<file path="config.mk">
export PLATFORM = sky130hd
export DESIGN_NAME = tw_master
export DESIGN_NICKNAME = d
export VERILOG_FILES = /design/src/inc/tw_pkg.sv /design/src/logic/tw_master.sv
export SDC_FILE = /design/constraint.sdc
export NUM_CORES = 1
export LEC_CHECK = 0
export BUFFER_PORTS_ARGS = -buffer_cell sky130_fd_sc_hd__buf_2
export CORE_MARGIN = 2
export CORE_UTILIZATION = 30
export DETAILED_ROUTE_END_ITERATION = 7
export PLACE_DENSITY = 0.56
export SYNTH_ARGS = -nofsm -noshare
export SYNTH_HDL_FRONTEND = slang
export SYNTH_SLANG_ARGS = --single-unit
</file>
<file path="constraint.sdc">
create_clock -name CLK_SYS -period 2.05 [get_ports CLK_SYS]
set_clock_uncertainty 0.05 [all_clocks]
set_input_delay 0.205 -clock CLK_SYS [delete_from_list [all_inputs] [get_ports CLK_SYS]]
set_output_delay 0.205 -clock CLK_SYS [all_outputs]
set_load 0.1 [all_outputs]
</file>
<file path="src/inc/tw_pkg.sv">
// constants, field positions and state type of the two-wire master
// assumes a 25 MHz system clock and an apb slave port on the host side
// How it works
// - status reads with low prescaler bits zero
// - start waits until the bus is free
// - start sent: flag set, code 0x08
// - address direction bit picks transmit or receive
// - read address gives 0x38, 0x40 or 0x48
// - received byte held while flag is set
// - stop request sends stop, then self-clears
// - repeated start keeps bus, reports 0x10
// - sent data byte reports 0x28, 0x30 or 0x38
// - clear with start only: repeated start
// - clear with stop only: stop, self-clear
// - start and stop: stop, then new start
// - lost arbitration reports 0x38
// - in 0x38: release bus, or restart
// - writing one clears flag, resumes transfer
// - data write with flag low: collision
package tw_pkg;
    // register byte offsets on the apb
    localparam logic [7:0] TW_OFS_CTRL = 8'h00;
    localparam logic [7:0] TW_OFS_STAT = 8'h04;
    localparam logic [7:0] TW_OFS_DATA = 8'h08;
    // control register bit positions
    localparam int TW_B_FLAG = 7;
    localparam int TW_B_ACK  = 6;
    localparam int TW_B_STA  = 5;
    localparam int TW_B_STO  = 4;
    localparam int TW_B_WC   = 3;
    localparam int TW_B_EN   = 2;
    localparam int TW_B_IE   = 0;
    // status codes, low three bits always zero
    localparam logic [7:0] TW_C_START = 8'h08;
    localparam logic [7:0] TW_C_RSTRT = 8'h10;
    localparam logic [7:0] TW_C_AW_AK = 8'h18;
    localparam logic [7:0] TW_C_AW_NK = 8'h20;
    localparam logic [7:0] TW_C_DT_AK = 8'h28;
    localparam logic [7:0] TW_C_DT_NK = 8'h30;
    localparam logic [7:0] TW_C_LOST  = 8'h38;
    localparam logic [7:0] TW_C_AR_AK = 8'h40;
    localparam logic [7:0] TW_C_AR_NK = 8'h48;
    localparam logic [7:0] TW_C_DR_AK = 8'h50;
    localparam logic [7:0] TW_C_DR_NK = 8'h58;
    localparam logic [7:0] TW_C_IDLE  = 8'hf8;
    // timing: scl period and system clock period in ns
    localparam int TW_SCL_NS  = 320;
    localparam int TW_CLK_NS  = 40;
    localparam int TW_QTR_RAW = TW_SCL_NS / (4 * TW_CLK_NS);
    localparam int TW_QTR_CYC = (TW_QTR_RAW < 1) ? 1 : TW_QTR_RAW;
    // bit sequencer: quarter in which scl is high, ack bit index
    localparam logic [1:0] TW_Q_HIGH = 2'h2;
    localparam logic [3:0] TW_ACKBIT = 4'h8;
    // engine states, one-hot
    typedef enum logic [6:0] {
        ST_IDLE  = 7'h01,
        ST_WFREE = 7'h02,
        ST_START = 7'h04,
        ST_BIT   = 7'h08,
        ST_STOP  = 7'h10,
        ST_HOLD  = 7'h20,
        ST_LOST  = 7'h40
    } tw_state_t;
endpackage

</file>
<file path="src/logic/tw_master.sv">
// two-wire bus master engine with apb register port
// assumes open-drain pads outside and a pull-up on both lines
//
// The implementer's own choices: register access over APB and the address map.
`timescale 1ns/100ps
module tw_master
    import tw_pkg::*;
#(
    parameter int QTR_CYC = TW_QTR_CYC  // system clocks per scl quarter
) (
    input  wire logic        CLK_SYS,
    input  wire logic        RST_N,
    input  wire logic        PSEL,
    input  wire logic        PENABLE,
    input  wire logic        PWRITE,
    input  wire logic [7:0]  PADDR,
    input  wire logic [31:0] PWDATA,
    output logic      [31:0] PRDATA,
    output wire logic        PREADY,
    output wire logic        PSLVERR,
    input  wire logic        SCL_I,
    output wire logic        SCL_O,
    output wire logic        SCL_OE,
    input  wire logic        SDA_I,
    output wire logic        SDA_O,
    output wire logic        SDA_OE
);
    localparam int CW = (QTR_CYC > 1) ? $clog2(QTR_CYC) : 1;

    // pin synchronisers and bus monitor
    logic [1:0] scl_sy_r;            // scl two-stage sync
    logic [1:0] sda_sy_r;            // sda two-stage sync
    logic       sda_p_r;             // previous synced sda
    logic       busy_r;              // someone owns the bus
    // divider
    logic [CW-1:0] cnt_r;            // quarter divider
    // engine registers
    tw_state_t  state_r, state_nxt;
    logic [1:0] q_r, q_nxt;          // quarter within a bit
    logic [3:0] bit_r, bit_nxt;      // bit index, 8 is ack
    logic [7:0] shift_r, shf_nxt;    // data register / shifter
    logic [7:0] code_r, code_nxt;    // status code
    logic       smp_r, smp_nxt;      // sda sampled at scl high
    logic       own_r, own_nxt;      // we hold the bus
    logic       rx_r, rx_nxt;        // master receive mode
    logic       adr_r, adr_nxt;      // next byte is address
    logic       scl_oe_r, scl_oe_nxt;
    logic       sda_oe_r, sda_oe_nxt;
    logic       hw_set;              // engine raises the flag
    logic       sto_clr;             // engine ends stop request
    // control bits
    logic       flag_r;              // transfer done flag
    logic       ack_en_r;            // ack enable
    logic       sta_r;               // start request
    logic       sto_r;               // stop request
    logic       wc_r;                // write collision
    logic       en_r;                // interface enable
    logic       ie_r;                // interrupt enable, kept only

    // synced pin levels, second stage only
    wire scl_s = scl_sy_r[1];
    wire sda_s = sda_sy_r[1];

    // apb decode
    wire acc      = PSEL & PENABLE;
    wire wr       = acc & PWRITE;
    wire rd_setup = PSEL & ~PENABLE & ~PWRITE;
    wire hit_ctrl = (PADDR == TW_OFS_CTRL);
    wire hit_stat = (PADDR == TW_OFS_STAT);
    wire hit_data = (PADDR == TW_OFS_DATA);
    wire hit      = hit_ctrl | hit_stat | hit_data;
    wire ctrl_wr  = wr & hit_ctrl;
    wire data_wr  = wr & hit_data;
    // writing one to the flag bit clears it and resumes
    wire flag_clr = ctrl_wr & PWDATA[TW_B_FLAG] & flag_r;
    // data writes only land while the flag is up
    wire data_ok  = data_wr & flag_r;
    wire data_bad = data_wr & ~flag_r;

    // zero-wait slave; unmapped offsets answer with an error
    assign PREADY  = 1'b1;
    assign PSLVERR = acc & ~hit;

    // control image, fixed bit order
    wire [7:0] ctrl_img = {flag_r, ack_en_r, sta_r, sto_r,
                           wc_r, en_r, 1'b0, ie_r};
    // prescaler field masked: low three bits read zero
    wire [7:0] stat_img = {code_r[7:3], 3'b000};
    wire [7:0] rd_mux   = hit_ctrl ? ctrl_img :
                          hit_stat ? stat_img :
                          hit_data ? shift_r  : 8'h00;

    // open-drain: only ever pull low
    assign SCL_O  = 1'b0;
    assign SDA_O  = 1'b0;
    assign SCL_OE = scl_oe_r;
    assign SDA_OE = sda_oe_r;

    // quarter tick, and a step that waits out clock stretching
    wire tick = (cnt_r == CW'(QTR_CYC - 1));
    wire step = tick & ((q_r != TW_Q_HIGH) | scl_s);
    // bus conditions seen on the synced lines
    wire see_start = scl_s & sda_p_r & ~sda_s;
    wire see_stop  = scl_s & ~sda_p_r & sda_s;
    // address and master transmit bytes are driven by us
    wire tx_now  = adr_r | ~rx_r;
    wire is_ack  = (bit_r == TW_ACKBIT);
    // level to pull on sda for this bit
    wire drive_lo = is_ack ? (~tx_now & ack_en_r)
                           : (tx_now & ~shift_r[7]);
    // we let sda float but somebody else pulled it low
    wire lost_now = ~sda_oe_r & ~sda_s & (is_ack ? ~tx_now : tx_now);

    // status code after the ack bit of a byte
    wire [7:0] aw_code = smp_r ? TW_C_AW_NK : TW_C_AW_AK;
    wire [7:0] ar_code = smp_r ? TW_C_AR_NK : TW_C_AR_AK;
    wire [7:0] dt_code = smp_r ? TW_C_DT_NK : TW_C_DT_AK;
    wire [7:0] dr_code = smp_r ? TW_C_DR_NK : TW_C_DR_AK;
    wire [7:0] adr_code = shift_r[0] ? ar_code : aw_code;
    wire [7:0] dat_code = rx_r ? dr_code : dt_code;
    wire [7:0] end_code = adr_r ? adr_code : dat_code;

    // input synchronisers and bus-busy tracking
    always_ff @(posedge CLK_SYS or negedge RST_N) begin
        if (!RST_N) begin
            scl_sy_r <= 2'b11;
            sda_sy_r <= 2'b11;
            sda_p_r  <= 1'b1;
            busy_r   <= 1'b0;
        end else begin
            scl_sy_r <= {scl_sy_r[0], SCL_I};
            sda_sy_r <= {sda_sy_r[0], SDA_I};
            sda_p_r  <= sda_s;
            // a start marks the bus taken, a stop frees it
            if (see_start)
                busy_r <= 1'b1;
            else if (see_stop || !en_r)
                busy_r <= 1'b0;
        end
    end

    // free-running quarter divider
    always_ff @(posedge CLK_SYS or negedge RST_N) begin
        if (!RST_N)
            cnt_r <= '0;
        else
            cnt_r <= tick ? '0 : cnt_r + CW'(1);
    end

    // bus engine, one quarter of a bit per step
    always_comb begin
        state_nxt  = state_r;
        q_nxt      = q_r;
        bit_nxt    = bit_r;
        shf_nxt    = shift_r;
        code_nxt   = code_r;
        smp_nxt    = smp_r;
        own_nxt    = own_r;
        rx_nxt     = rx_r;
        adr_nxt    = adr_r;
        scl_oe_nxt = scl_oe_r;
        sda_oe_nxt = sda_oe_r;
        hw_set     = 1'b0;
        sto_clr    = 1'b0;
        case (state_r)
            ST_IDLE: begin
                // bus released; a pending start request launches
                scl_oe_nxt = 1'b0;
                sda_oe_nxt = 1'b0;
                own_nxt    = 1'b0;
                code_nxt   = TW_C_IDLE;
                if (sta_r && !flag_r)
                    state_nxt = ST_WFREE;
            end
            ST_WFREE: begin
                // never break into another master's frame
                if (!busy_r && tick) begin
                    state_nxt = ST_START;
                    q_nxt     = 2'h0;
                end
            end
            ST_START: begin
                if (step) begin
                    q_nxt = q_r + 2'h1;
                    case (q_r)
                        2'h0: sda_oe_nxt = 1'b0;   // sda up, scl low
                        2'h1: scl_oe_nxt = 1'b0;   // scl up
                        2'h2: sda_oe_nxt = 1'b1;   // sda falls: start
                        default: begin
                            scl_oe_nxt = 1'b1;
                            // second start while owning is repeated
                            code_nxt  = own_r ? TW_C_RSTRT
                                              : TW_C_START;
                            own_nxt   = 1'b1;
                            adr_nxt   = 1'b1;
                            hw_set    = 1'b1;
                            state_nxt = ST_HOLD;
                        end
                    endcase
                end
            end
            ST_BIT: begin
                if (step) begin
                    q_nxt = q_r + 2'h1;
                    case (q_r)
                        2'h0: sda_oe_nxt = drive_lo;
                        2'h1: scl_oe_nxt = 1'b0;
                        2'h2: begin
                            smp_nxt = sda_s;
                            if (!is_ack)
                                shf_nxt = {shift_r[6:0], sda_s};
                            if (lost_now) begin
                                // drop both lines, wait in the lost state
                                scl_oe_nxt = 1'b0;
                                sda_oe_nxt = 1'b0;
                                own_nxt    = 1'b0;
                                code_nxt   = TW_C_LOST;
                                hw_set     = 1'b1;
                                state_nxt  = ST_LOST;
                            end
                        end
                        default: begin
                            scl_oe_nxt = 1'b1;
                            if (is_ack) begin
                                // sda freed in the same step that pulls scl low
                                sda_oe_nxt = 1'b0;
                                code_nxt   = end_code;
                                hw_set     = 1'b1;
                                if (adr_r)
                                    rx_nxt = shift_r[0];
                                adr_nxt    = 1'b0;
                                state_nxt  = ST_HOLD;
                            end else begin
                                bit_nxt = bit_r + 4'h1;
                            end
                        end
                    endcase
                end
            end
            ST_HOLD: begin
                // scl held low; shifter untouched while flag is up
                scl_oe_nxt = 1'b1;
                if (flag_clr) begin
                    q_nxt   = 2'h0;
                    bit_nxt = 4'h0;
                    if (PWDATA[TW_B_STO])
                        state_nxt = ST_STOP;
                    else if (PWDATA[TW_B_STA])
                        state_nxt = ST_START;
                    else
                        state_nxt = ST_BIT;
                end
            end
            ST_LOST: begin
                // bus let go; flag clear idles, a set start waits
                scl_oe_nxt = 1'b0;
                sda_oe_nxt = 1'b0;
                if (flag_clr)
                    state_nxt = ST_IDLE;
            end
            ST_STOP: begin
                if (step) begin
                    q_nxt = q_r + 2'h1;
                    case (q_r)
                        2'h0: sda_oe_nxt = 1'b1;   // sda low, scl low
                        2'h1: scl_oe_nxt = 1'b0;   // scl up
                        2'h2: sda_oe_nxt = 1'b0;   // sda rises: stop
                        default: begin
                            sto_clr   = 1'b1;
                            own_nxt   = 1'b0;
                            code_nxt  = TW_C_IDLE;
                            state_nxt = ST_IDLE;
                        end
                    endcase
                end
            end
            default: state_nxt = ST_IDLE;
        endcase
        // disabling drops the bus at once, whatever the state
        if (!en_r) begin
            state_nxt  = ST_IDLE;
            scl_oe_nxt = 1'b0;
            sda_oe_nxt = 1'b0;
            own_nxt    = 1'b0;
        end
    end

    // engine state registers
    always_ff @(posedge CLK_SYS or negedge RST_N) begin
        if (!RST_N) begin
            state_r  <= ST_IDLE;
            q_r      <= 2'h0;
            bit_r    <= 4'h0;
            code_r   <= TW_C_IDLE;
            smp_r    <= 1'b1;
            own_r    <= 1'b0;
            rx_r     <= 1'b0;
            adr_r    <= 1'b0;
            scl_oe_r <= 1'b0;
            sda_oe_r <= 1'b0;
        end else begin
            state_r  <= state_nxt;
            q_r      <= q_nxt;
            bit_r    <= bit_nxt;
            code_r   <= code_nxt;
            smp_r    <= smp_nxt;
            own_r    <= own_nxt;
            rx_r     <= rx_nxt;
            adr_r    <= adr_nxt;
            scl_oe_r <= scl_oe_nxt;
            sda_oe_r <= sda_oe_nxt;
        end
    end

    // data register: software load only while flag is up
    always_ff @(posedge CLK_SYS or negedge RST_N) begin
        if (!RST_N)
            shift_r <= 8'hff;
        else if (data_ok)
            shift_r <= PWDATA[7:0];
        else
            shift_r <= shf_nxt;
    end

    // flag: a hardware set in the same cycle beats the clear
    always_ff @(posedge CLK_SYS or negedge RST_N) begin
        if (!RST_N)
            flag_r <= 1'b0;
        else if (hw_set)
            flag_r <= 1'b1;
        else if (flag_clr)
            flag_r <= 1'b0;
    end

    // write collision: set on a refused write, cleared by a good one
    always_ff @(posedge CLK_SYS or negedge RST_N) begin
        if (!RST_N)
            wc_r <= 1'b0;
        else if (data_bad)
            wc_r <= 1'b1;
        else if (data_ok)
            wc_r <= 1'b0;
    end

    // control bits; a write beats the stop self-clear, never lost
    always_ff @(posedge CLK_SYS or negedge RST_N) begin
        if (!RST_N) begin
            ack_en_r <= 1'b0;
            sta_r    <= 1'b0;
            sto_r    <= 1'b0;
            en_r     <= 1'b0;
            ie_r     <= 1'b0;
        end else if (ctrl_wr) begin
            ack_en_r <= PWDATA[TW_B_ACK];
            sta_r    <= PWDATA[TW_B_STA];
            sto_r    <= PWDATA[TW_B_STO];
            en_r     <= PWDATA[TW_B_EN];
            ie_r     <= PWDATA[TW_B_IE];
        end else if (sto_clr) begin
            sto_r    <= 1'b0;
        end
    end

    // read data captured in the setup cycle, shown in access
    always_ff @(posedge CLK_SYS or negedge RST_N) begin
        if (!RST_N)
            PRDATA <= 32'h0000_0000;
        else if (rd_setup)
            PRDATA <= {24'h00_0000, rd_mux};
    end
endmodule

</file>
======== Yosys cells after proc, flatten, opt, wreduce, memory -nomap -nowiden ========
Cells that the tools add are included.
cells by class
  add/subtract/negate cells ............... 3
  equality and inequality tests ........... 52
  mux-type cells .......................... 98
  bitwise operators ....................... 35
  reduce and logical (&&, ||, !) cells .... 35
operators by type and width
  kind                                                             count
  8-bit two-way mux                                                15
  7-bit two-way mux                                                15
  3-bit inequality test, second input constant                     18
  7-bit case mux with 7 select lines                               1
  1-bit two-way mux                                                37
  8-bit case mux with 4 select lines                               1
  4-bit two-way mux                                                7
  2-bit inequality test, second input constant                     13
  1-bit bitwise AND                                                20
  9-bit AND reduction                                              2
  2-bit nonzero test                                               9
  4-bit inequality test, second input constant                     4
  8-bit case mux with 2 select lines                               1
  8-bit AND reduction                                              2
  5-bit two-way mux                                                3
  7-bit case mux with 2 select lines                               1
  1-bit case mux with 2 select lines                               6
  12-bit AND reduction                                             1
  1-bit NOT                                                        11
  5-bit AND reduction                                              2
  8-bit by 3-bit == test with 1-bit output, second input constant  1
  8-bit by 4-bit == test with 1-bit output, second input constant  1
  8-bit zero test                                                  1
  1-bit case mux with 4 select lines                               2
  36 further kinds                                                 49
storage, ports and cells
  register bits ........................... 57
  bits of input ports ..................... 47

======== Depth between registers and ports, before layout ========
Gate-level depths: netlist of the first run.
  word-level depth ........................ 10
  depth in mapped cells ................... 9
  mapped depth without buffers ............ 8

======== Least setup slack after synthesis of the first run ========
No wires, ideal clock.
  kind .................................... input to output
  start point ............................. in PADDR[3]
  end point ............................... out PSLVERR
  data arrival time ....................... 2179 ps
  required time ........................... 1795 ps
  slack ................................... -384 ps
  cell stages on the path ................. 3
  path buffers ............................ 1
  cells stage by stage .................... clkbuf_1 nand2_1 a21oi_1
between the ends
  longest elaborated chain between the ends .. 5
ends and longest elaborated chain
  what                                                                                RTL line                          source
  from (decl)                                                                         tw_master.sv:16                   input wire logic [7:0] PADDR,
  8-bit by 3-bit == test with 1-bit output / 8-bit zero test (equally long branches)  tw_master.sv:69, tw_master.sv:68
  1-bit OR                                                                            tw_master.sv:71                   wire hit = hit_ctrl | hit_stat | hit_data;
  1-bit OR (*)                                                                        tw_master.sv:71
  1-bit NOT (*)                                                                       tw_master.sv:82                   assign PSLVERR = acc & ~hit;
  1-bit bitwise AND (*)                                                               tw_master.sv:82
  to (decl)                                                                           tw_master.sv:20                   output wire logic PSLVERR,
Mark *: on every way between the ends. The rest lies on a longest branch, timed or not.

======== Worst setup path after layout of the first run ========
  start point ............................. reg state_r[4]
  end point ............................... reg sda_oe_r, in the netlist SDA_OE
between the ends
  longest elaborated chain between the ends .. 4
ends and longest elaborated chain
  what                                                                                                                            RTL line          source
  from (decl)                                                                                                                     tw_master.sv:38   tw_state_t state_r, state_nxt;
  from (signal assigned)                                                                                                          tw_master.sv:302  state_r <= state_nxt;
  7-bit == test / 7-bit by 1-bit == test with 1-bit output (equally long branches)                                                tw_master.sv:165  case (state_r)
  2-bit OR reduction (no source line)                                                                                             n/a
  5-bit by 2-bit inequality test with 1-bit output (no source line) / 1-bit case mux with 4 select lines (equally long branches)  n/a
  9-bit AND reduction (no source line) / 1-bit two-way mux (equally long branches)                                                n/a
  to (signal assigned)                                                                                                            tw_master.sv:311  sda_oe_r <= sda_oe_nxt;
  to (decl)                                                                                                                       tw_master.sv:48   logic sda_oe_r, sda_oe_nxt;
Several ways; a longest one is shown, not always the timed one.
A chain may end at the register's enable or synchronous reset.

==> results by stage, run 1 <==
Final layout:
- The layout has about 1.1k filler cells.
- In the final layout, flip-flops and latches occupy around 0.0014 mm².
- The number of non-filler instances in the completed layout is approximately 650.
- With fillers left out, the area of the finished cells amounts to 0.004995 mm².
- The synthesis-to-finish area growth is 39.63%.
- The net count reported at finish is roughly 560.
- The multi-input logic area is between 0.002 and 0.0025 mm².
- Of the cells placed in the final design, the portion with a size suffix greater than 1 is 0.4563.
- The count of inserted antenna diode cells is 0.

Timing:
- The number of pins with negative max-slew slack in the final report came to 0.
- The smallest setup slack after layout is -0.1276 ns.
- The final hold violation count is 22.
- The share of the clock period used by the worst path after layout is 1.062.
- The hold slack is -0.009550 ns.
- For the finished layout, the period the worst path requires is 2.178 ns.
- Setup violations remaining at the end of the flow were counted as 11.
- The maximum clock frequency is between 0.4 and 0.5 GHz.
- The worst slew margin relative to its limit is 0.5341.
- Setup repair after global routing could not meet its margin everywhere.
- The setup total negative slack is -0.3801 ns.
- The transition time of the tightest slew-check pin is approximately 0.7 ns.

Clock tree:
- No sink is reached through more buffers than the 2 on the longest clock path.
- The number of levels in the clock H-tree is 2.
- The clock net sink count is 54.
- The source-to-sink clock delay at the later pin of the worst-skew pair is 0.30 ns.
- The root buffer cell is sky130_fd_sc_hd__clkbuf_16.
- The TritonCTS clock tree is built.
- Counting the buffers created by CTS gives 5.
- Clock-pin slew was measured on the worst setup and hold paths at approximately 0.07 ns.

Yosys:
- The number of different library cells in the post-synthesis netlist is 72.
- Yosys attributes the largest share of cell area to sky130_fd_sc_hd__dfrtp_1 24%, sky130_fd_sc_hd__dfstp_2 15%, sky130_fd_sc_hd__mux2i_1 6.2%.
- In the synthesized netlist the async set-or-reset flop fraction comes to 1.000.
- The Yosys warning count is 0.
- The most used flip-flop cell after synthesis is sky130_fd_sc_hd__dfrtp_1.
- The number of flops mapped to enable cells by yosys is 0.
- The cell taking the most area after synthesis is sky130_fd_sc_hd__dfrtp_1.
- The share of synthesized area in the top cell type comes to 0.2378.
- The post-synthesis area per instance is just over 9 µm².
- The most numerous cell in the Yosys netlist is sky130_fd_sc_hd__nand2_1.
- After synthesis the netlist holds a flip-flop and latch count of between 50 and 60.
- The cell area after synthesis is between 0.003 and 0.004 mm².
- Of the synthesized area, sequential elements account for 0.3847.
- The commonest cells after synthesis are 35 x sky130_fd_sc_hd__nand2_1, 34 x sky130_fd_sc_hd__dfrtp_1, 29 x sky130_fd_sc_hd__buf_4.
- Counting every instance in the synthesized netlist gives roughly 380.

Floorplan:
- The initial cell density of the core is 0.3106.
- The number of core rows is 39.
- The die covers around 0.013 mm².
- The top-level port count is 85.
- The height of the die is ~110 µm.
- The total area inside the core boundary comes to about 0.012 mm².
- The floorplan step set the die width to ~110 µm.

Global route:
- In the global route stage, overall resource usage came out at 0.1563.
- The initial antenna violation count is 0.
- The via count of the first global-routing pass is 3099.
- The leftover overflow at the end of global routing is 0.
- The maximum number of pins on one net before global-route repair is between 50 and 60.
- The wire length of the first global-routing pass is approximately 16000 µm.

Routing:
- The final route contains around 3.2k vias.
- The remaining antenna violation count after routing is 0.
- In the routed design, unresolved DRC markers number 5.
- The final layout contains routed wiring with a total length of 10260 µm.
- In the final routed layout, each cell accounts on average for around 16 µm.
- The vias per cell is between 5 and 6.
- For this run, the detailed router's first-pass iteration total came to 6.
- The first routing iteration left ~190 violations.

Placement:
- The count of buffers from port buffering is 33.
- The HPWL after detailed placement is 7493 µm.
- The weighted congestion at the end of routability-driven global placement is 0.9168.
- After detailed placement, the design holds a cell count of approximately 620.
- In this run the cell area measured after placement is between 0.004 and 0.005 mm².
- The post-placement setup slack is -0.1809 ns.

Critical path:
- The capturing element type of the critical path is a register.
- The critical setup path kind is register to register.
- The worst path required time is about 2.2 ns.
- The depth of the most critical reg-to-reg path is 6.
- The data arrival time of the critical path is 2.30 ns.
- The worst register-to-register path begins at state_r[4].
- The launching element type of the critical path is a register.
- In this run the worst setup path begins at state_r[4].
- The maximum fanout count along the critical path is 6.

Pwr:
- For this design the ratio of total power to cell area is roughly 1100 mW/mm².
- In this run the static leakage power is roughly 2.2 nW.
- Overall power consumption after layout is estimated at roughly 0.0055 W.
- VDD sags by at most roughly 0.83 mV.

Run status:
- The flow ran to the end, but the final reports show violations.
- The final reports fail on design-rule violations, negative hold slack, negative setup slack.

Job:
- The max-capacitance violation count is 0.

Min path:
- The classification of the worst-slack hold path is primary input to asynchronous set/reset pin.
worst paths after layout:
path,to,slack (ns)
setup / recovery,SDA_OE,-0.13
hold / removal,bit_r[2],-0.01
setup reg to reg,SDA_OE,-0.13
hold reg to reg,scl_sy_r[1],0.31
max in group asynchronous,state_r[4],1.46
min in group CLK_SYS,en_r,0.11
sequential cells by signal (all words and copies together), names as in the netlist, 2 cells and up:
name      flops
state_r       7
sda_sy_r      2
code_r        5
shift_r       8
q_r           2
scl_sy_r      2
PRDATA        8
bit_r         4
metrics by stage:
step	util	hold WS [ns]
6_report	0.4337	-0.009550
5_1_grt	0.4337	0.05922
4_1_cts	0.4027	0.01573
3_5_place_dp	0.3740	0.2612
3_3_place_gp	0.3740	0.2627
2_1_floorplan	-	-0.1406
what timing repair did:
item	CTS	global route
resized for setup	22	49
cloned	0	1
endpoints found under the setup margin	30	31
pin swaps	7	12
hold buffers	2	0
hold endpoints to repair	2	0
setup buffers	5	14
report_power, final:
group	switching (W)	total, W	internal [W]
registers	0.000156	0.00142	0.00126
clock network	0.000401	0.000975	0.000573
logic	0.00172	0.00309	0.00137
routing by layer:
metal / track usage / wire, µm / vias to the layer above
met5: 0 / 0 / -
met4: 0.03415 / 138 / 0
met3: 0.01982 / 313 / 14
met2: 0.2531 / 4869 / 73
met1: 0.2239 / 4934 / 1593
li1: - / - / 1559
cell usage in the layout, fill, tap and decap left out, drive strengths merged, types with 2 or more instances in the layout:
master,instances
buf,128
nand2,37
dfrtp,34
nor2,28
conb,27
a21oi,27
o21ai,26
mux2i,22
dfstp,20
nand3,15
inv,13
nor3,10
ha,9
nor2b,9
o31ai,8
mux2,8
clkbuf,6
nand2b,6
nor4,6
o211ai,5
or4,5
nand4,3
a22o,3
a21o,3
xnor2,3
and2,3
or3,3
and3,3
xor2,3
or2,2
clkinv,2
dlygate4sd3,2
o311ai,2
o22ai,2
layout make-up:
type,count,share of cell area
Tap cell,143,0.03582
Timing Repair Buffer,131,0.1904
Clock buffer,5,0.02505
Multi-Input combinational cell,298,0.4544
Sequential cell,54,0.2766
Inverter,13,0.009770
Clock inverter,3,0.008016
worst max-delay path: stages, from the launching register on:
cell                       delay, ns
sky130_fd_sc_hd__dfrtp_2        0.46
sky130_fd_sc_hd__or2_4          0.26
sky130_fd_sc_hd__or3_1          0.36
sky130_fd_sc_hd__a311oi_2       0.30
sky130_fd_sc_hd__buf_4          0.18
sky130_fd_sc_hd__o31ai_1        0.08
sky130_fd_sc_hd__o311a_1        0.36
cell families after synthesis:
kind of cell / Yosys count / share of synthesized area
buf+inv: 57 / 0.09619
flops: 54 / 0.3847
compound gates: 91 / 0.1707
other cells: 2 / 0.002099
simple gates: 135 / 0.2102
mux: 30 / 0.08989
fa+ha+maj: 9 / 0.03148
xor+xnor: 6 / 0.01469
No activity file was read; power rests on OpenSTA's default activity.
==> inputs of run 2 (changes only) <==
- ABC_AREA: not set -> 1
==> run 2 against run 1 <==
Against the previous run:
- via count grew 3.9%
- clock power down 7.7%
- wire length is 9.1% lower
- the flow finishes with violations (negative hold slack)
- critical path depth is 5 higher
- die area rose by 3.6%
- sequential share of layout area grew 4.6 points
- critical endpoint is now state_r[6]
- sequential power shrank 4%
==> results by stage, run 2 <==
Clock tree:
- The clock net sink count was 54 (unchanged).
- The number of levels in the clock H-tree is 2 (unchanged).
- The root buffer cell is sky130_fd_sc_hd__clkbuf_16.
- The source-to-sink clock delay at the later pin of the worst-skew pair is 0.30 ns (about the same).
- The clock transition time at the flip-flop clock pins of the worst setup and hold paths came to 0.08 ns (about the same).
- The TritonCTS clock tree is built.
- The number of clock buffers inserted by TritonCTS is 5 (unchanged).
- The buffer depth of the longest clock path is 2 (unchanged).

Timing:
- The share of the clock period used by the worst path after layout is 0.9307 (-0.1316).
- The final setup violation count came to 0 (-11).
- The final hold violation count is 7 (-68%).
- The hold slack is -0.004562 ns (+0.004989 ns).
- The maximum clock frequency came to 0.5241 GHz (+14%).
- The worst slew margin relative to its limit is 0.5209 (-0.01322).
- The final critical-path required period was 1.908 ns (-0.2697 ns).
- The transition time of the tightest slew-check pin is 0.7186 ns (+0.01983 ns).
- Setup repair after global routing left no endpoint under its margin.
- The number of pins with negative max-slew slack in the final report is 0 (unchanged).
- The setup total negative slack was 0 ns (+0.3801 ns).

Floorplan:
- The number of core rows is 40 (+2.6%).
- The initial cell density of the core was 0.3078 (-0.002846).
- The die outline width is 115.2 µm (+1.8%).
- The height of the die was 115.2 µm (+1.8%).
- The placeable core area was 0.01206 mm² (+4.7%).
- The area enclosed by the die boundary is 0.01328 mm² (+3.6%).
- The top-level port count is 85 (unchanged).

Yosys:
- The gate count after technology mapping is 494 (+29%).
- The register bit count reported by yosys is 54 (unchanged).
- Yosys instantiated no cell more often than sky130_fd_sc_hd__nand2_1.
- The Yosys warning count came to 0 (unchanged).
- The post-synthesis area per instance is 7.515 µm² (-19%).
- The cell area after synthesis is 0.003712 mm² (+3.8%).
- In the post-synthesis netlist, the biggest area contributors are sky130_fd_sc_hd__dfrtp_1 23%, sky130_fd_sc_hd__dfstp_2 14%, sky130_fd_sc_hd__nand2_1 12%.
- The number of different library cells in the post-synthesis netlist was 43 (-40%).
- The number of flops mapped to enable cells by yosys was 0 (unchanged).
- Among all flip-flop cells after synthesis, the most frequent one is sky130_fd_sc_hd__dfrtp_1.
- The fraction of post-synthesis cell area in the top cell type by area is 0.2292 (-0.008658).
- sky130_fd_sc_hd__dfrtp_1 takes more of the synthesized area than any other cell.
- The share of flip-flops with an asynchronous set or reset is 1.000 (unchanged).
- The fraction of the yosys area taken by sequential cells is 0.3707 (-0.01401).
- The commonest cells after synthesis are 121 x sky130_fd_sc_hd__nand2_1, 52 x sky130_fd_sc_hd__nand3_1, 51 x sky130_fd_sc_hd__inv_1.

Routing:
- The via total after detailed routing is 3366 (+3.9%).
- The number of DRC violations after detailed-routing iteration 0 is 302 (+61%).
- The detailed-route DRC error count is 0 (-5).
- The vias per cell came to 4.708 (-6.0%).
- The final wirelength came to 9326 µm (-9.1%).
- The average wire per standard cell is 13.04 µm (-18%).
- The first-pass iteration count of the detailed router came to 5 (-1).
- The remaining antenna violation count after routing is 0 (unchanged).

Final layout:
- Compared with the post-synthesis result, the final layout area differs by 14.96%.
- The fraction of the core area covered by cells at the end of the flow came to 0.3538 (-0.07989).
- The net count reported at finish is 602 (+7.7%).
- The count of inserted antenna diode cells is 0 (unchanged).
- The share of final-layout standard cells stronger than drive strength 1 is 0.2395 (-0.2169).
- The most common cell after layout, fill and taps aside is sky130_fd_sc_hd__nand2_1.
- In the layout the commonest cells are 119 x sky130_fd_sc_hd__nand2_1, 52 x sky130_fd_sc_hd__nand3_1, 51 x sky130_fd_sc_hd__inv_1.
- In the final layout, the registers with the most flip-flops are PRDATA x8, shift_r x8, state_r x7.

Pwr:
- The static power due to leakage came to 2.181 nW (-0.71%).
- The peak ir drop on the vdd network came to 0.3742 mV (-55%).
- The areal power density over the cells is 901.9 mW/mm² (-18%).

Critical path:
- The worst path required time is 2.23 ns (+0.06 ns).
- The launching element type of the critical path is a register.
- The maximum fanout count along the critical path is 12 (+6).
- The worst setup path is captured at a register.
- The data arrival time of the critical path is 2.09 ns (-0.21 ns).
- The critical setup path kind is register to register.

Global route:
- The wire length of the first global-routing pass is 15300 µm (-5.0%).
- The initial antenna violation count is 0 (unchanged).
- The maximum number of pins on one net before global-route repair is 55 (unchanged).
- The leftover overflow at the end of global routing is 0 (unchanged).
- The total routing usage reported by global routing is 0.1450 (-0.01126).
- The via count of the first global-routing pass is 3070 (-0.94%).

Run status:
- The run finished, with violations left.
- The checks that failed: negative hold slack.

Placement:
- The count of buffers from port buffering is 33 (unchanged).
- The HPWL after detailed placement is 7028 µm (-6.2%).
- The weighted congestion at the end of routability-driven global placement is 0.8617 (-6.0%).

Min path:
- The classification of the worst-slack hold path is primary input to asynchronous set/reset pin.

Job:
- The max-capacitance violation count was 0 (unchanged).
==> run 2: cell count changes after synthesis, moves of 5 or more <==
| cell | previous run | this run |
|---|---|---|
| sky130_fd_sc_hd__o31ai_1 | 8 | 1 |
| sky130_fd_sc_hd__clkbuf_1 | 8 | 3 |
| sky130_fd_sc_hd__a21oi_1 | 26 | 10 |
| sky130_fd_sc_hd__inv_2 | 0 | 6 |
| sky130_fd_sc_hd__nor2b_1 | 8 | 0 |
| sky130_fd_sc_hd__nand2_2 | 2 | 10 |
| sky130_fd_sc_hd__nor2_1 | 26 | 49 |
| sky130_fd_sc_hd__nand2_4 | 0 | 6 |
| sky130_fd_sc_hd__nand4_1 | 3 | 11 |
| sky130_fd_sc_hd__nand2_1 | 35 | 121 |
| sky130_fd_sc_hd__mux2i_1 | 22 | 0 |
| sky130_fd_sc_hd__nand2b_1 | 6 | 0 |
| sky130_fd_sc_hd__nand3_1 | 15 | 52 |
| sky130_fd_sc_hd__inv_1 | 13 | 51 |
==> run 2: final cells by class <==
| type | count | area (µm²) |
|---|---|---|
| Timing Repair Buffer | 54 | 327.8 |
| Inverter | 57 | 214.0 |
| Sequential cell | 54 | 1378 |
| Clock inverter | 1 | 8.758 |
| Tap cell | 168 | 210.2 |
| Fill cell | 1304 | 7794 |
| Clock buffer | 7 | 142.6 |
| Multi-Input combinational cell | 374 | 1987 |
==> run 2: critical path, cell delays in order, from the launching register on <==
cell and delay (ns):
sky130_fd_sc_hd__dfstp_2 0.57, sky130_fd_sc_hd__inv_1 0.06, sky130_fd_sc_hd__nand2_1 0.12, sky130_fd_sc_hd__nor2_4 0.07, sky130_fd_sc_hd__nand2_4 0.16, sky130_fd_sc_hd__nand3_4 0.13, sky130_fd_sc_hd__nand2_2 0.11, sky130_fd_sc_hd__nand2_2 0.10
sky130_fd_sc_hd__nor2_8 0.18, sky130_fd_sc_hd__buf_4 0.14, sky130_fd_sc_hd__nand4_1 0.07, sky130_fd_sc_hd__nand2_1 0.09
==> run 2: logic make-up (layout without fill, tap and decap cells) <==
logic type	after synthesis	count (layout)	synth area share
adder cells (fa/ha/maj)	9	9	0.03033
multiplexers	2	2	0.006066
AND/OR/NAND/NOR	275	276	0.3586
flip-flops	54	54	0.3707
buffers and inverters	92	119	0.1281
XOR/XNOR	1	1	0.002360
other	2	27	0.002023
AO/OA/AOI/OAI	59	59	0.1018
==> run 2: layer usage <==
| layer | part of all wire | GRT usage | vias to the layer above |
|---|---|---|---|
| met4 | 0.017 | 0.04016 | 0 |
| li1 | - | - | 1663 |
| met3 | 0.053 | 0.02056 | 18 |
| met1 | 0.46 | 0.2018 | 1564 |
| met2 | 0.47 | 0.2361 | 121 |
| met5 | 0 | 0 | - |
==> run 2: stage by stage <==
| step | total power [W] | setup WS, ns | std cells | cell area, µm² |
|---|---|---|---|---|
| final | 0.003849 | 0.1421 | 715 | 4268 |
| after global routing | 0.004141 | 0.0009825 | 715 | 4268 |
| after CTS | 0.003882 | 0.1355 | 712 | 4230 |
| after detailed placement | 0.002962 | 0.1696 | 702 | 4059 |
| after global placement | 0.002939 | 0.1804 | 702 | 4059 |
| after floorplan | 0.002684 | 0.2710 | 519 | 3817 |
==> run 2: report_power, final <==
group          total, W  internal [W]  switching, W
clock          0.000900      0.000493      0.000407
sequential      0.00136       0.00126     0.0000989
combinational   0.00159      0.000419       0.00117
==> run 2: worst paths after layout <==
kind | start | to | slack [ns] | cells past startpoint
min in group CLK_SYS | PWDATA[1] | shift_r[1] | 0.09 | 3
worst max-delay path | state_r[0] | state_r[6] | 0.14 | 11
worst max register to register | state_r[0] | state_r[6] | 0.14 | 11
worst min register to register | sda_sy_r[0] | sda_sy_r[1] | 0.31 | 0
worst min-delay path | RST_N | bit_r[0] | -0.005 | 2
max in group asynchronous | RST_N | q_r[0] | 1.46 | 2
==> run 2: timing repair <==
| item | 4_1_cts | 5_1_grt |
|---|---|---|
| endpoints found under the setup margin | 0 | 10 |
| resized for setup | 0 | 5 |
| hold buffers | 2 | 0 |
| setup buffers | 0 | 2 |
| endpoints found under the hold margin | 2 | 0 |
==> inputs of run 3 (changes only) <==
- BUFFER_PORTS_ARGS: -buffer_cell sky130_fd_sc_hd__buf_2 -> not set
- CTS_CLUSTER_DIAMETER: not set -> 120
- DONT_BUFFER_PORTS: not set -> 1
- PLACE_DENSITY: 0.56 -> 0.5
- TNS_END_PERCENT: not set -> 50
==> run 3 against run 2 <==
Against the previous run:
- the run now ends clean
- sequential power about the same
- first-iteration DRC count decreased by 29%
- setup slack got worse by 0.0076 ns
- count of clock-buffer cells in the layout decreased by 1
- critical path depth increased by 1
- highest routed layer unchanged
==> results by stage, run 3 (same netlist as run 2, synthesis figures left out) <==
Timing:
- Setup repair after global routing left no endpoint under its margin.
- The number of pins with negative max-slew slack in the final report is 0 (unchanged).
- The final setup violation count is 0 (unchanged).
- The final critical-path required period is 1.915 ns (+0.007589 ns).
- The maximum clock frequency is 0.5221 GHz (-0.40%).
- The setup total negative slack is 0 ns (unchanged).
- The final hold violation count is 0 (-7).
- The share of the clock period used by the worst path after layout is 0.9344 (+0.003702).

Clock tree:
- The number of levels in the clock H-tree is 2 (unchanged).
- The clock net sink count was 54 (unchanged).
- The root buffer cell is sky130_fd_sc_hd__clkbuf_16.
- The source-to-sink clock delay at the later pin of the worst-skew pair was 0.29 ns (about the same).
- TritonCTS built the clock tree.
- The buffer depth of the longest clock path is 2 (unchanged).
- The clock transition time at the flip-flop clock pins of the worst setup and hold paths is 0.08 ns (about the same).
- The number of clock buffers inserted by TritonCTS was 5 (unchanged).

Run status:
- The flow ran to the end, and the final reports show no timing, DRC or antenna violations.

Critical path:
- The critical path is of the register to register type.
- The maximum fanout count along the critical path was 12 (unchanged).
- The capturing element type of the critical path is a register.
- The data arrival time of the critical path is 2.10 ns (about the same).
- STA classifies the critical path startpoint as a register.
- The worst-path cell with the longest stage delay is sky130_fd_sc_hd__dfstp_2.
- The stage delay of the slowest cell on the critical path was 0.56 ns (about the same).
- The cell occurring most often along the worst timing path is sky130_fd_sc_hd__nand2_1.
- Traced cell by cell, the critical path runs through inv_1 -> nand2_1 -> nor2_4 -> nand2_4 -> nand3_4 -> nand2_2 -> nand2_2 -> nor2_8 -> nand2_4 -> inv_2 -> nand2_1 -> nand2_1.
- The worst path required time is 2.24 ns (about the same).

Pwr:
- The peak ir drop on the vdd network came to 0.4134 mV (+10%).
- The static power due to leakage is 2.112 nW (-3.2%).
- The areal power density over the cells came to 941.8 mW/mm² (+4.4%).

Final layout:
- The synthesis-to-finish area growth is 14.49%.
- The fraction of the core area covered by cells at the end of the flow is 0.3524 (-0.001452).
- The share of final-layout standard cells stronger than drive strength 1 came to 0.1985 (-0.04101).
- Leaving out fill and tap cells, the most frequent cell in the layout is sky130_fd_sc_hd__nand2_1.
- The net count reported at finish is 579 (-3.8%).
- The count of inserted antenna diode cells is 0 (unchanged).
- In the final layout, the registers with the most flip-flops are PRDATA x8, shift_r x8, state_r x7.
- The library cells used most frequently in the layout, excluding fill and tap cells, are 120 x sky130_fd_sc_hd__nand2_1, 52 x sky130_fd_sc_hd__nand3_1, 51 x sky130_fd_sc_hd__inv_1.

Floorplan:
- The die outline width is 115.2 µm (unchanged).
- The number of core rows came to 40 (unchanged).
- The initial cell density of the core was 0.3078 (unchanged).
- The top-level port count is 85 (unchanged).
- The area enclosed by the die boundary is 0.01328 mm² (unchanged).
- The height of the die came to 115.2 µm (unchanged).
- The placeable core area is 0.01206 mm² (unchanged).

Min path:
- The min-delay analysis places its worst path in the category primary input to register.

Placement:
- The weighted congestion at the end of routability-driven global placement came to 0.8339 (-3.2%).
- The count of buffers from port buffering is 0 (-100%).
- The HPWL after detailed placement was 7193 µm (+2.3%).

Routing:
- The average wire per standard cell came to 13.75 µm (+5.4%).
- The remaining antenna violation count after routing is 0 (unchanged).
- The via total after detailed routing is 3259 (-3.2%).
- The detailed-route DRC error count is 0 (unchanged).
- The number of DRC violations after detailed-routing iteration 0 is 215 (-29%).
- The first-pass iteration count of the detailed router was 4 (-1).
- The vias per cell came to 4.710 (about the same).
- The final wirelength is 9514 µm (+2.0%).

Global route:
- The wire length of the first global-routing pass is 15620 µm (+2.1%).
- The initial antenna violation count is 0 (unchanged).
- The maximum number of pins on one net before global-route repair is 55 (unchanged).
- The leftover overflow at the end of global routing came to 0 (unchanged).
- The via count of the first global-routing pass came to 3125 (+1.8%).
- The total routing usage reported by global routing is 0.1490 (+0.003996).

Job:
- The max-capacitance violation count is 0 (unchanged).
-- run 3: repair_timing --
action,4_1_cts,5_1_grt
hold endpoints to repair,59,0
setup endpoints to repair,0,12
setup buffers,0,2
resized for setup,0,6
hold buffers,7,0
-- run 3: worst max-delay path: cells and delay by family, from the launching register on --
| family | cells | cell delay (ns) |
|---|---|---|
| buffers and inverters | 2 | 0.13 |
| AND/OR/NAND/NOR | 10 | 1.11 |
| flip-flops | 1 | 0.56 |
-- run 3: routing by layer --
metal,routed length [µm],vias to the layer above,part of all wire,track usage
li1,-,1620,-,-
met1,4360,1533,0.46,0.2026
met2,4416,88,0.46,0.2400
met3,497,18,0.052,0.02478
met4,239,0,0.025,0.05301
met5,0,-,0,0
-- run 3: worst paths after layout --
check	from	endpoint	slack (ns)	cells past startpoint
hold reg to reg	scl_sy_r[0]	scl_sy_r[1]	0.31	0
max in group asynchronous	RST_N	sda_p_r	1.25	2
setup reg to reg	state_r[0]	code_r[6]	0.13	12
setup / recovery	state_r[0]	code_r[6]	0.13	12
min in group asynchronous	RST_N	PRDATA[5]	0.39	2
hold / removal	PWDATA[5]	sta_r	0.008	1
-- run 3: through the flow --
stage | instance area, µm² | setup slack, ns | total power, W | cells | hold WS (ns)
global placement | 3939 | 0.1746 | 0.002931 | 675 | -0.1375
detailed placement | 3939 | 0.1119 | 0.002951 | 675 | -0.1375
CTS | 4204 | 0.1002 | 0.004032 | 690 | 0.006579
floorplan | 3817 | 0.2710 | 0.002684 | 519 | -0.1406
finish | 4250 | 0.1345 | 0.004003 | 692 | 0.007952
global route | 4250 | 0.002379 | 0.004256 | 692 | 0.008446
-- run 3: layout make-up --
class / instances / area, µm²
clock inverter: 2 / 38.79
inverter: 57 / 214.0
multi-input combinational: 373 / 1997
timing repair buffer: 32 / 275.3
clock buffer: 6 / 138.9
sequential: 54 / 1376
tap: 168 / 210.2
fill: 1279 / 7811
-- run 3: power breakdown --
group / leakage (nW) / internal [W] / switching (W) / total [W]
sequential: 0.653 / 0.00126 / 0.0000943 / 0.00135
clock: 0.0875 / 0.000616 / 0.000414 / 0.00103
combinational: 1.37 / 0.000440 / 0.00118 / 0.00162
total: 2.11 / 0.00231 / 0.00169 / 0.00400
